==> config.mk <==
export PLATFORM = sky130hd
export DESIGN_NAME = radio_tuning_status_registers
export DESIGN_NICKNAME = d
export VERILOG_FILES = /design/src/common/radio_regs_pkg.sv /design/src/strength_capture.sv /design/src/radio_tuning_status_registers.sv
export SDC_FILE = /design/constraint.sdc
export NUM_CORES = 1
export LEC_CHECK = 0
export ABC_AREA = 1
export BUFFER_PORTS_ARGS = -buffer_cell sky130_fd_sc_hd__buf_2
export CAP_MARGIN = 10
export CORE_AREA = 4 4 66 68
export CTS_BUF_LIST = sky130_fd_sc_hd__clkbuf_4 sky130_fd_sc_hd__clkbuf_8 sky130_fd_sc_hd__clkbuf_16
export DETAILED_ROUTE_END_ITERATION = 8
export DIE_AREA = 0 0 70 72
export HOLD_SLACK_MARGIN = 0.05
export PLACE_DENSITY_LB_ADDON = 0.05
export SLEW_MARGIN = 20
export SYNTH_ARGS = -nofsm -noshare
export SYNTH_HDL_FRONTEND = slang
export SYNTH_SLANG_ARGS = --single-unit
==> constraint.sdc <==
create_clock -name sys_clk_i -period 2.7 [get_ports sys_clk_i]
set_clock_uncertainty 0.05 [all_clocks]
set_input_delay 0.405 -clock sys_clk_i [delete_from_list [all_inputs] [get_ports sys_clk_i]]
set_output_delay 0.405 -clock sys_clk_i [all_outputs]
set_load 0.01 [all_outputs]
==> src/common/radio_regs_pkg.sv <==
// Package for the radio tuning and status register bank.
// Assumes a byte-wide register port with 6-bit addresses driven by the port decoder.
package radio_regs_pkg;

   // Register offsets.
   localparam logic [5:0] ANALOG_CTRL_ADDR      = 6'h20;
   localparam logic [5:0] CONTROL_ADDR          = 6'h03;
   localparam logic [5:0] SIGNAL_STRENGTH_ADDR  = 6'h22;
   localparam logic [5:0] TRANSMIT_POWER_ADDR   = 6'h23;
   localparam logic [5:0] CRYSTAL_TRIM_ADDR     = 6'h24;
   localparam logic [5:0] OSC_SLOPE_ADDR        = 6'h26;

   // Field positions.
   localparam int RX_ENABLE_BIT      = 7;
   localparam int SOFT_RESET_BIT     = 0;
   localparam int STRENGTH_VALID_BIT = 5;
   localparam int CLK_OUT_DIS_BIT    = 6;
   localparam int SLOPE_LSB          = 6;

   // Reset values.
   localparam logic [7:0] SIGNAL_STRENGTH_RST = 8'h00;
   localparam logic [2:0] TRANSMIT_POWER_RST  = 3'h0;
   localparam logic [6:0] CRYSTAL_TRIM_RST    = 7'h00;
   localparam logic [1:0] OSC_SLOPE_RST       = 2'h0;

   // Writable register masks; zero bits are reserved and read as zero.
   localparam logic [7:0] TRANSMIT_POWER_MASK = 8'h07;
   localparam logic [7:0] CRYSTAL_TRIM_MASK   = 8'h7F;

   // Oscillator slope adjust modes.
   typedef enum logic [1:0] {
      SLOPE_NONE     = 2'h0,
      SLOPE_RESERVED = 2'h1,
      SLOPE_M2_P3    = 2'h2,
      SLOPE_M5_P5    = 2'h3
   } slope_mode_t;

   // Register port request.
   typedef struct packed {
      logic       wr;
      logic       rd;
      logic [5:0] addr;
      logic [7:0] wdata;
   } reg_req_t;

   // Analog tuning settings handed to the radio front end.
   typedef struct packed {
      logic [2:0]  amplifier_gain_code;
      logic [5:0]  load_cap_code;
      logic        slope_enable;
      logic        slope_wide;
   } tuning_t;

endpackage : radio_regs_pkg

==> src/strength_capture.sv <==
// Captures one received strength sample per entry into receive mode.
// Assumes the strength input comes from the analog front end, another domain.
`timescale 1ns/1ps
`default_nettype none
module strength_capture (
   input  wire logic       sys_clk_i,
   input  wire logic       reset_n_i,
   input  wire logic       clk_en_i,
   input  wire logic       clear_i,
   input  wire logic       rx_start_i,
   input  wire logic [4:0] strength_i,
   output logic      [7:0] status_o
);

   logic [4:0] sync1_ff;
   logic [4:0] sync2_ff;
   logic [4:0] sync3_ff;
   logic [4:0] value_ff;
   logic       valid_ff;

   // Three-stage synchroniser; a sample is only taken when stages two and three agree.
   always_ff @(posedge sys_clk_i or negedge reset_n_i) begin
      if (!reset_n_i) begin
         sync1_ff <= 5'h00;
         sync2_ff <= 5'h00;
         sync3_ff <= 5'h00;
      end else if (clk_en_i) begin
         sync1_ff <= strength_i;
         sync2_ff <= sync1_ff;
         sync3_ff <= sync2_ff;
      end
   end

   // At most one sample per receive entry: a pending flag waits for a settled input.
   logic pending_ff;
   always_ff @(posedge sys_clk_i or negedge reset_n_i) begin
      if (!reset_n_i) begin
         pending_ff <= 1'b0;
         value_ff   <= 5'h00;
         valid_ff   <= 1'b0;
      end else if (clk_en_i) begin
         if (clear_i) begin
            pending_ff <= 1'b0;
            value_ff   <= 5'h00;
            valid_ff   <= 1'b0;
         end else if (rx_start_i) begin
            pending_ff <= 1'b1;
            valid_ff   <= 1'b0;
         end else if (pending_ff && (sync2_ff == sync3_ff)) begin
            pending_ff <= 1'b0;
            value_ff   <= sync3_ff;
            valid_ff   <= 1'b1;
         end
      end
   end

   // Top two bits are reserved and read as zero.
   assign status_o = {2'h0, valid_ff, value_ff};

endmodule : strength_capture
`default_nettype wire

==> src/radio_tuning_status_registers.sv <==
// Tuning and status register bank of the radio core.
// Assumes the serial port decoder presents one-cycle read and write strobes on sys_clk_i.
`timescale 1ns/1ps
`default_nettype none

module radio_tuning_status_registers (
   input  wire logic                     sys_clk_i,
   input  wire logic                     reset_n_i,
   input  wire logic                     clk_en_i,
   input  wire radio_regs_pkg::reg_req_t req_i,
   input  wire logic                     ref_clk_i,
   input  wire logic [4:0]               strength_i,
   output logic      [7:0]               rdata_o,
   output logic                          rdata_valid_o,
   output logic                          reference_clock_output_pin_o,
   output var radio_regs_pkg::tuning_t   tuning_o
);

   logic [2:0]  power_ff;
   logic [6:0]  crystal_ff;
   logic [1:0]  slope_ff;
   logic [7:0]  rdata_ff;
   logic        rvalid_ff;
   logic [7:0]  status;
   logic        wr_power;
   logic        wr_crystal;
   logic        wr_slope;
   logic        soft_reset;
   logic        rx_start;

   // Write decode; the strength register has no write path at all.
   assign wr_power   = req_i.wr && (req_i.addr == radio_regs_pkg::TRANSMIT_POWER_ADDR);
   assign wr_crystal = req_i.wr && (req_i.addr == radio_regs_pkg::CRYSTAL_TRIM_ADDR);
   assign wr_slope   = req_i.wr && (req_i.addr == radio_regs_pkg::OSC_SLOPE_ADDR);

   // The reset bit self-clears, so it is a strobe here and never stored.
   assign soft_reset = req_i.wr && (req_i.addr == radio_regs_pkg::ANALOG_CTRL_ADDR)
                       && req_i.wdata[radio_regs_pkg::SOFT_RESET_BIT];

   // Receive mode is entered by writing the control register with bit 7 set.
   assign rx_start = req_i.wr && (req_i.addr == radio_regs_pkg::CONTROL_ADDR)
                     && req_i.wdata[radio_regs_pkg::RX_ENABLE_BIT];

   // Strength sampler.
   strength_capture u_capture (
      .sys_clk_i  (sys_clk_i),
      .reset_n_i  (reset_n_i),
      .clk_en_i   (clk_en_i),
      .clear_i    (soft_reset),
      .rx_start_i (rx_start),
      .strength_i (strength_i),
      .status_o   (status)
   );

   // Transmit power level; only the three code bits are kept.
   always_ff @(posedge sys_clk_i or negedge reset_n_i) begin
      if (!reset_n_i) begin
         power_ff <= radio_regs_pkg::TRANSMIT_POWER_RST;
      end else if (clk_en_i) begin
         if (soft_reset) begin
            power_ff <= radio_regs_pkg::TRANSMIT_POWER_RST;
         end else if (wr_power) begin
            power_ff <= req_i.wdata[2:0];
         end
      end
   end

   // Crystal trim and clock-out disable; bit 7 is dropped as reserved.
   always_ff @(posedge sys_clk_i or negedge reset_n_i) begin
      if (!reset_n_i) begin
         crystal_ff <= radio_regs_pkg::CRYSTAL_TRIM_RST;
      end else if (clk_en_i) begin
         if (soft_reset) begin
            crystal_ff <= radio_regs_pkg::CRYSTAL_TRIM_RST;
         end else if (wr_crystal) begin
            crystal_ff <= req_i.wdata[6:0];
         end
      end
   end

   // Oscillator slope field, write-only.
   always_ff @(posedge sys_clk_i or negedge reset_n_i) begin
      if (!reset_n_i) begin
         slope_ff <= radio_regs_pkg::OSC_SLOPE_RST;
      end else if (clk_en_i) begin
         if (soft_reset) begin
            slope_ff <= radio_regs_pkg::OSC_SLOPE_RST;
         end else if (wr_slope) begin
            slope_ff <= req_i.wdata[7:6];
         end
      end
   end

   // Read data is registered; the slope register reads zero since its value is undefined.
   always_ff @(posedge sys_clk_i or negedge reset_n_i) begin
      if (!reset_n_i) begin
         rdata_ff  <= 8'h00;
         rvalid_ff <= 1'b0;
      end else if (clk_en_i) begin
         rvalid_ff <= req_i.rd;
         if (req_i.rd) begin
            case (req_i.addr)
               radio_regs_pkg::SIGNAL_STRENGTH_ADDR: rdata_ff <= status;
               radio_regs_pkg::TRANSMIT_POWER_ADDR:  rdata_ff <= {5'h00, power_ff};
               radio_regs_pkg::CRYSTAL_TRIM_ADDR:    rdata_ff <= {1'b0, crystal_ff};
               default:                              rdata_ff <= 8'h00;
            endcase
         end
      end
   end

   assign rdata_o       = rdata_ff;
   assign rdata_valid_o = rvalid_ff;

   // Clock gating on the output pin; a plain AND keeps the path short, glitches at the change are accepted.
   assign reference_clock_output_pin_o = ref_clk_i && !crystal_ff[radio_regs_pkg::CLK_OUT_DIS_BIT];

   // Slope decode: reserved code 01 is treated as no adjust.
   always_comb begin
      tuning_o.amplifier_gain_code = power_ff;
      tuning_o.load_cap_code       = crystal_ff[5:0];
      case (radio_regs_pkg::slope_mode_t'(slope_ff))
         radio_regs_pkg::SLOPE_M5_P5: begin
            tuning_o.slope_enable = 1'b1;
            tuning_o.slope_wide   = 1'b1;
         end
         radio_regs_pkg::SLOPE_M2_P3: begin
            tuning_o.slope_enable = 1'b1;
            tuning_o.slope_wide   = 1'b0;
         end
         default: begin
            tuning_o.slope_enable = 1'b0;
            tuning_o.slope_wide   = 1'b0;
         end
      endcase
   end

endmodule : radio_tuning_status_registers
`default_nettype wire

==> results.sh, run 1 <==
export IMPL_status="complete, no violations"
export IMPL_synth_edf_count=0
export IMPL_wire_per_inst_um=11.8
export IMPL_slowest_delay_ns=0.22
export IMPL_h_tree_depth=2
export IMPL_grt_antenna_before_repair=0
export IMPL_drtAntennaViolNets=0
export IMPL_cts_tree="yes"
export IMPL_synth_seq_cells=42
export IMPL_wirelength_um=4400
export IMPL_fp_dieH_um=72
export IMPL_cts_buffers=5
export IMPL_post_dp_cell_area_um2=2310
export IMPL_dr_pass1_iters=4
export IMPL_critPathKind="in -> reg"
export IMPL_finalSetupTns_ns=0
export IMPL_mappedNetlistArea_um2=2100
export IMPL_syn_area_per_cell_um2=7.43
export IMPL_post_cts_resized=0
export IMPL_grt_pass1_vias=1850
export IMPL_final_area_um2=2400
export IMPL_setup_viol=0
export IMPL_yosysMostFrequentCell="nand2_1"
export IMPL_clock_sinks=42
export IMPL_regArea_um2=1050
export IMPL_worstPathArrival_ns=1.63
export IMPL_crit_slowest_cell="nand2_1"
export IMPL_nFillCells=381
export IMPL_die_w_um=70
export IMPL_timing_slew_headroom=0.401
export IMPL_viasPerCell=4.91
export IMPL_busiest_layer="met2"
export IMPL_async_reset_ff_frac=1.00
export IMPL_met3_usage=0.0596
export IMPL_dp_hpwl_um=3340
export IMPL_finalCritPeriodShare=0.551
export IMPL_end_kind="register"
export IMPL_grt_overflow=0
export IMPL_multi_input_area_um2=863
export IMPL_netlist_area_leader_share=0.500
export IMPL_synthFlopType="dfrtp_1"
export IMPL_power_density_nw_per_um2=561
export IMPL_synthCells=283
export IMPL_clk_latency_ns=0.30
export IMPL_grt_pass1_wl_um=7850
export IMPL_start_kind="input port"
export IMPL_clk_path_buf_depth=2
export IMPL_yosysTopAreaCell="dfrtp_1"
export IMPL_cp_max_fo=13
export IMPL_maxCapViolCount=0
export IMPL_clockRootBuffer="clkbuf_8"
export IMPL_nNetsFinal=347
export IMPL_holdWs_ns=0.172
export IMPL_worst_pin_slew_ns=0.898
export IMPL_antennaDiodeCount=0
export IMPL_drive_gt1_frac=0.192
export IMPL_yosysSeqAreaShare=0.500
export IMPL_grt_usage=0.198
export IMPL_dieArea_um2=5040
export IMPL_path_buf_inv=1
export IMPL_maxSlewViolCount=0
export IMPL_hold_path_class="in -> async"
export IMPL_fin_crit_ns=1.49
export IMPL_start_util=0.545
export IMPL_io_pins=46
export IMPL_syn_num_nets=308
export IMPL_fmax_mhz=672
export IMPL_peakVddDrop_uv=335
export IMPL_rsz0062_at_grt="no"
export IMPL_crit_top_cell="nand2_1"
export IMPL_worst_path_dominant_cell_family="simple AND/OR/NAND/NOR gates"
export IMPL_required_ns=2.85
export IMPL_first_iter_violations=119
export IMPL_synth_cell_type_count=18
export IMPL_p_leak_uw=0.00142
export IMPL_place_gp_congestion=0.857
export IMPL_fin_util=0.622
export IMPL_use_met1=0.225
export IMPL_rows=23
export IMPL_ys_warn_count=0
export IMPL_holdBufCountCts=0
export IMPL_cp_cell_sequence="buf_2, nor2_4, nand2_2, nor2_4, nand2_2, nand2_1, nand2_1, nand2_1, nand2_1"
export IMPL_grt_max_degree=43
export IMPL_ys_top_cells_by_count="127 x nand2_1, 42 x dfrtp_1, 28 x inv_1, 23 x nand3_1, 20 x nor2_1"
export IMPL_area_growth_pct=14.1
export IMPL_cts_setup_buffers=0
export IMPL_hold_viol_final=0
export IMPL_vias=1831
export IMPL_clk_pin_slew_ns=0.08
export IMPL_synth_area_top_cells="dfrtp_1 50%, nand2_1 23%, nand3_1 5.5%, inv_1 5.0%, nor2_1 3.6%"
export IMPL_remaining_drc_errors=0
export IMPL_use_met2=0.353
export IMPL_io_buffer_count=44
export IMPL_coreArea_um2=3860
## cell families after synthesis
logic type | synth area share
compound gates | 0.0488
buf+inv | 0.0898
other cells | 0.00178
flops | 0.500
simple gates | 0.360
## layout by cell type (no fill, tap or decap)
| master | n |
|---|---|
| inv_1 | 28 |
| o21ai_2 | 1 |
| dfrtp_1 | 42 |
| conb_1 | 1 |
| a21oi_4 | 1 |
| clkinv_4 | 1 |
| clkbuf_4 | 1 |
| o21ai_0 | 12 |
| nand3_1 | 23 |
| clkinv_2 | 1 |
| nand2_1 | 127 |
| buf_4 | 1 |
| nor2_1 | 20 |
| nor2_4 | 3 |
| o21ai_1 | 2 |
| clkbuf_8 | 5 |
| nand4_1 | 5 |
| nand2_2 | 4 |
| a21boi_0 | 1 |
| buf_2 | 44 |
## metrics by stage
stage,instances,worst slack [ns],power [uW]
floorplan,283,1.33,878
CTS,373,1.22,1370
finish,373,1.21,1350
global route,373,1.06,1440
detailed placement,365,0.903,952
global placement,365,0.922,945
## final timing paths
check | from | to | slack (ns) | depth (start not counted)
worst max-delay path | req_i[8] | u_capture.value_ff[3] | 1.21 | 9
worst min-delay path | reset_n_i | crystal_ff[4] | 0.17 | 1
worst max register to register | u_capture.sync3_ff[2] | u_capture.value_ff[3] | 1.33 | 9
worst min register to register | rdata_valid_o | rdata_valid_o | 0.42 | 2
max in group asynchronous | reset_n_i | power_ff[0] | 1.85 | 1
min in group sys_clk_i | strength_i[2] | u_capture.sync1_ff[2] | 0.25 | 3
## power breakdown
part           switching, uW  total (uW)  internal [uW]
registers               43.2         740            696
logic                    123         196           72.8
clock network            218         410            193
total                    384        1350            962
## layout make-up
cell class | instances | area share
Timing Repair Buffer | 45 | 0.0949
Tap cell | 50 | 0.0261
Sequential cell | 42 | 0.438
Clock buffer | 6 | 0.0318
Inverter | 28 | 0.0438
Clock inverter | 2 | 0.00574
Multi-Input combinational cell | 200 | 0.360
## layer usage
metal	up-vias	part of all wire
met3	9	0.059
li1	939	-
met1	830	0.41
met2	53	0.51
met4	0	0.020
met5	-	0
## flip-flops by register name, summed over array words and instances (netlist names)
| signal | cells |
|---|---|
| crystal_ff | 7 |
| power_ff | 3 |
| rdata_o | 7 |
| u_capture.pending_ff | 1 |
| rdata_valid_o | 1 |
| u_capture.sync1_ff | 5 |
| u_capture.sync2_ff | 5 |
| slope_ff | 2 |
| u_capture.valid_ff | 1 |
| u_capture.sync3_ff | 5 |
| u_capture.value_ff | 5 |
Power figures use the tool's default switching activity.
==> run 2: changes to the inputs <==
--- a/config.mk
+++ b/config.mk
@@ -8,10 +8,10 @@
 export ABC_AREA = 1
 export BUFFER_PORTS_ARGS = -buffer_cell sky130_fd_sc_hd__buf_2
 export CAP_MARGIN = 10
-export CORE_AREA = 4 4 66 68
+export CORE_AREA = 4 4 68 70
 export CTS_BUF_LIST = sky130_fd_sc_hd__clkbuf_4 sky130_fd_sc_hd__clkbuf_8 sky130_fd_sc_hd__clkbuf_16
 export DETAILED_ROUTE_END_ITERATION = 8
-export DIE_AREA = 0 0 70 72
+export DIE_AREA = 0 0 72 74
 export HOLD_SLACK_MARGIN = 0.05
 export PLACE_DENSITY_LB_ADDON = 0.05
 export SLEW_MARGIN = 20
==> constraint.sdc (replaced) <==
create_clock -name sys_clk_i -period 1.4 [get_ports sys_clk_i]
set_clock_uncertainty 0.05 [all_clocks]
set_input_delay 0.21 -clock sys_clk_i [delete_from_list [all_inputs] [get_ports sys_clk_i]]
set_output_delay 0.21 -clock sys_clk_i [all_outputs]
set_load 0.01 [all_outputs]
==> run 2 against run 1 <==
Net effect:
- hold slack worse by 0.11 ns
- combinational power increased by 110%
- design area up 6.0%
- clock power increased by 130%
- power is 110% higher
- final cell count grew 2.9%
- register-to-register slack lost 1.2 ns
- flip-flop and latch count unchanged
- largest cell class unchanged
- largest power group unchanged
==> results.sh, run 2 (synthesized netlist as in run 1, its figures left out) <==
export IMPL_area_growth_pct=20.9
export IMPL_use_met1=0.245
export IMPL_use_met2=0.326
export IMPL_busiest_layer="met2"
export IMPL_clk_path_buf_depth=2
export IMPL_power_density_nw_per_um2=1100
export IMPL_rows=23
export IMPL_maxCapViolCount=0
export IMPL_h_tree_depth=2
export IMPL_wirelength_um=4560
export IMPL_nNetsFinal=358
export IMPL_first_iter_violations=120
export IMPL_cp_max_fo=5
export IMPL_maxSlewViolCount=0
export IMPL_path_buf_inv=2
export IMPL_die_w_um=72
export IMPL_antennaDiodeCount=0
export IMPL_grt_overflow=0
export IMPL_grt_pass1_wl_um=7890
export IMPL_clock_sinks=42
export IMPL_dieArea_um2=5330
export IMPL_cts_setup_buffers=0
export IMPL_fmax_mhz=808
export IMPL_vias=1854
export IMPL_finalSetupTns_ns=0
export IMPL_hold_path_class="in -> reg"
export IMPL_grt_max_degree=35
export IMPL_status="complete, no violations"
export IMPL_crit_top_cell="nand2_1"
export IMPL_cts_tree="yes"
export IMPL_p_leak_uw=0.00149
export IMPL_fp_dieH_um=74
export IMPL_final_common_cell="nand2_1"
export IMPL_slowest_delay_ns=0.40
export IMPL_clk_latency_ns=0.29
export IMPL_start_util=0.530
export IMPL_clk_pin_slew_ns=0.08
export IMPL_drtAntennaViolNets=0
export IMPL_start_kind="register"
export IMPL_final_area_um2=2540
export IMPL_clockRootBuffer="clkbuf_8"
export IMPL_drive_gt1_frac=0.228
export IMPL_grt_usage=0.191
export IMPL_viasPerCell=4.83
export IMPL_io_buffer_count=44
export IMPL_fin_crit_ns=1.24
export IMPL_layout_common_cells="126 x nand2_1, 44 x buf_2, 42 x dfrtp_1"
export IMPL_r2r_slack_ns=0.16
export IMPL_worstPathArrival_ns=1.38
export IMPL_nFillCells=382
export IMPL_io_pins=46
export IMPL_finalCritPeriodShare=0.884
export IMPL_dr_pass1_iters=4
export IMPL_remaining_drc_errors=0
export IMPL_coreArea_um2=3970
export IMPL_met3_usage=0.0432
export IMPL_crit_slowest_cell="dfrtp_1"
export IMPL_required_ns=1.54
export IMPL_peakVddDrop_uv=747
export IMPL_dp_hpwl_um=3480
export IMPL_grt_pass1_vias=1782
export IMPL_regArea_um2=1050
export IMPL_grt_antenna_before_repair=0
export IMPL_place_gp_congestion=0.854
export IMPL_cts_buffers=5
export IMPL_critPathKind="reg -> reg"
export IMPL_end_kind="register"
export IMPL_multi_input_area_um2=873
export IMPL_cp_cell_sequence="inv_1, nand2_1, nand2_1, nor2_2, nand3_1, nand2_1, buf_4, nand3_1, nand2_1"
export IMPL_worst_path_dominant_cell_family="simple AND/OR/NAND/NOR gates"
export IMPL_hold_viol_final=0
export IMPL_post_dp_cell_area_um2=2410
export IMPL_setup_viol=0
export IMPL_wire_per_inst_um=11.9
## run 2: where the power goes
part	leakage (uW)	internal (uW)	switching, uW
combinational	0.000895	164	251
clock	0.0000548	551	411
sequential	0.000543	1340	84.0
total	0.00149	2060	747
## run 2: tightest hold or removal path, stage by stage
cell and delay [ns]:
buf_2 0.07, nand2_1 0.04, nand2_1 0.05
## run 2: repair_timing
action                                 4_1_cts  5_1_grt
setup endpoints to repair                    0        5
resized for setup                            0        4
hold buffers                                 1        0
endpoints found under the hold margin       13        0
## run 2: layer usage
metal | routed length (um) | vias up
met5 | 0 | -
met4 | 36 | 0
met3 | 199 | 4
li1 | - | 964
met2 | 2210 | 43
met1 | 2120 | 843
## run 2: worst paths after layout
kind,start,end,cells after the start
max reg2reg,u_capture.sync2_ff[3],u_capture.value_ff[2],9
min in group asynchronous,reset_n_i,rdata_o[0],2
min,strength_i[2],u_capture.sync1_ff[2],3
max,u_capture.sync2_ff[3],u_capture.value_ff[2],9
min reg2reg,u_capture.sync1_ff[3],u_capture.sync1_ff[3],2
max in group asynchronous,reset_n_i,u_capture.valid_ff,3
## run 2: cell type report
| class | instances | share of cell area |
|---|---|---|
| multi-input combinational | 200 | 0.343 |
| tap | 50 | 0.0246 |
| timing repair buffer | 56 | 0.133 |
| clock buffer | 6 | 0.0300 |
| sequential | 42 | 0.413 |
| inverter | 28 | 0.0413 |
| clock inverter | 2 | 0.0148 |
## run 2: stage by stage
stage	std cells	util	power, uW	setup slack (ns)	hold slack (ns)
after floorplan	283	-	1690	0.204	-0.136
after global placement	375	0.607	1850	0.0115	0.0755
after detailed placement	375	0.607	1860	-0.0710	0.0776
after CTS	384	0.638	2820	0.109	0.0523
after global routing	384	0.641	2970	-0.00368	0.0632
final	384	0.641	2810	0.162	0.0609
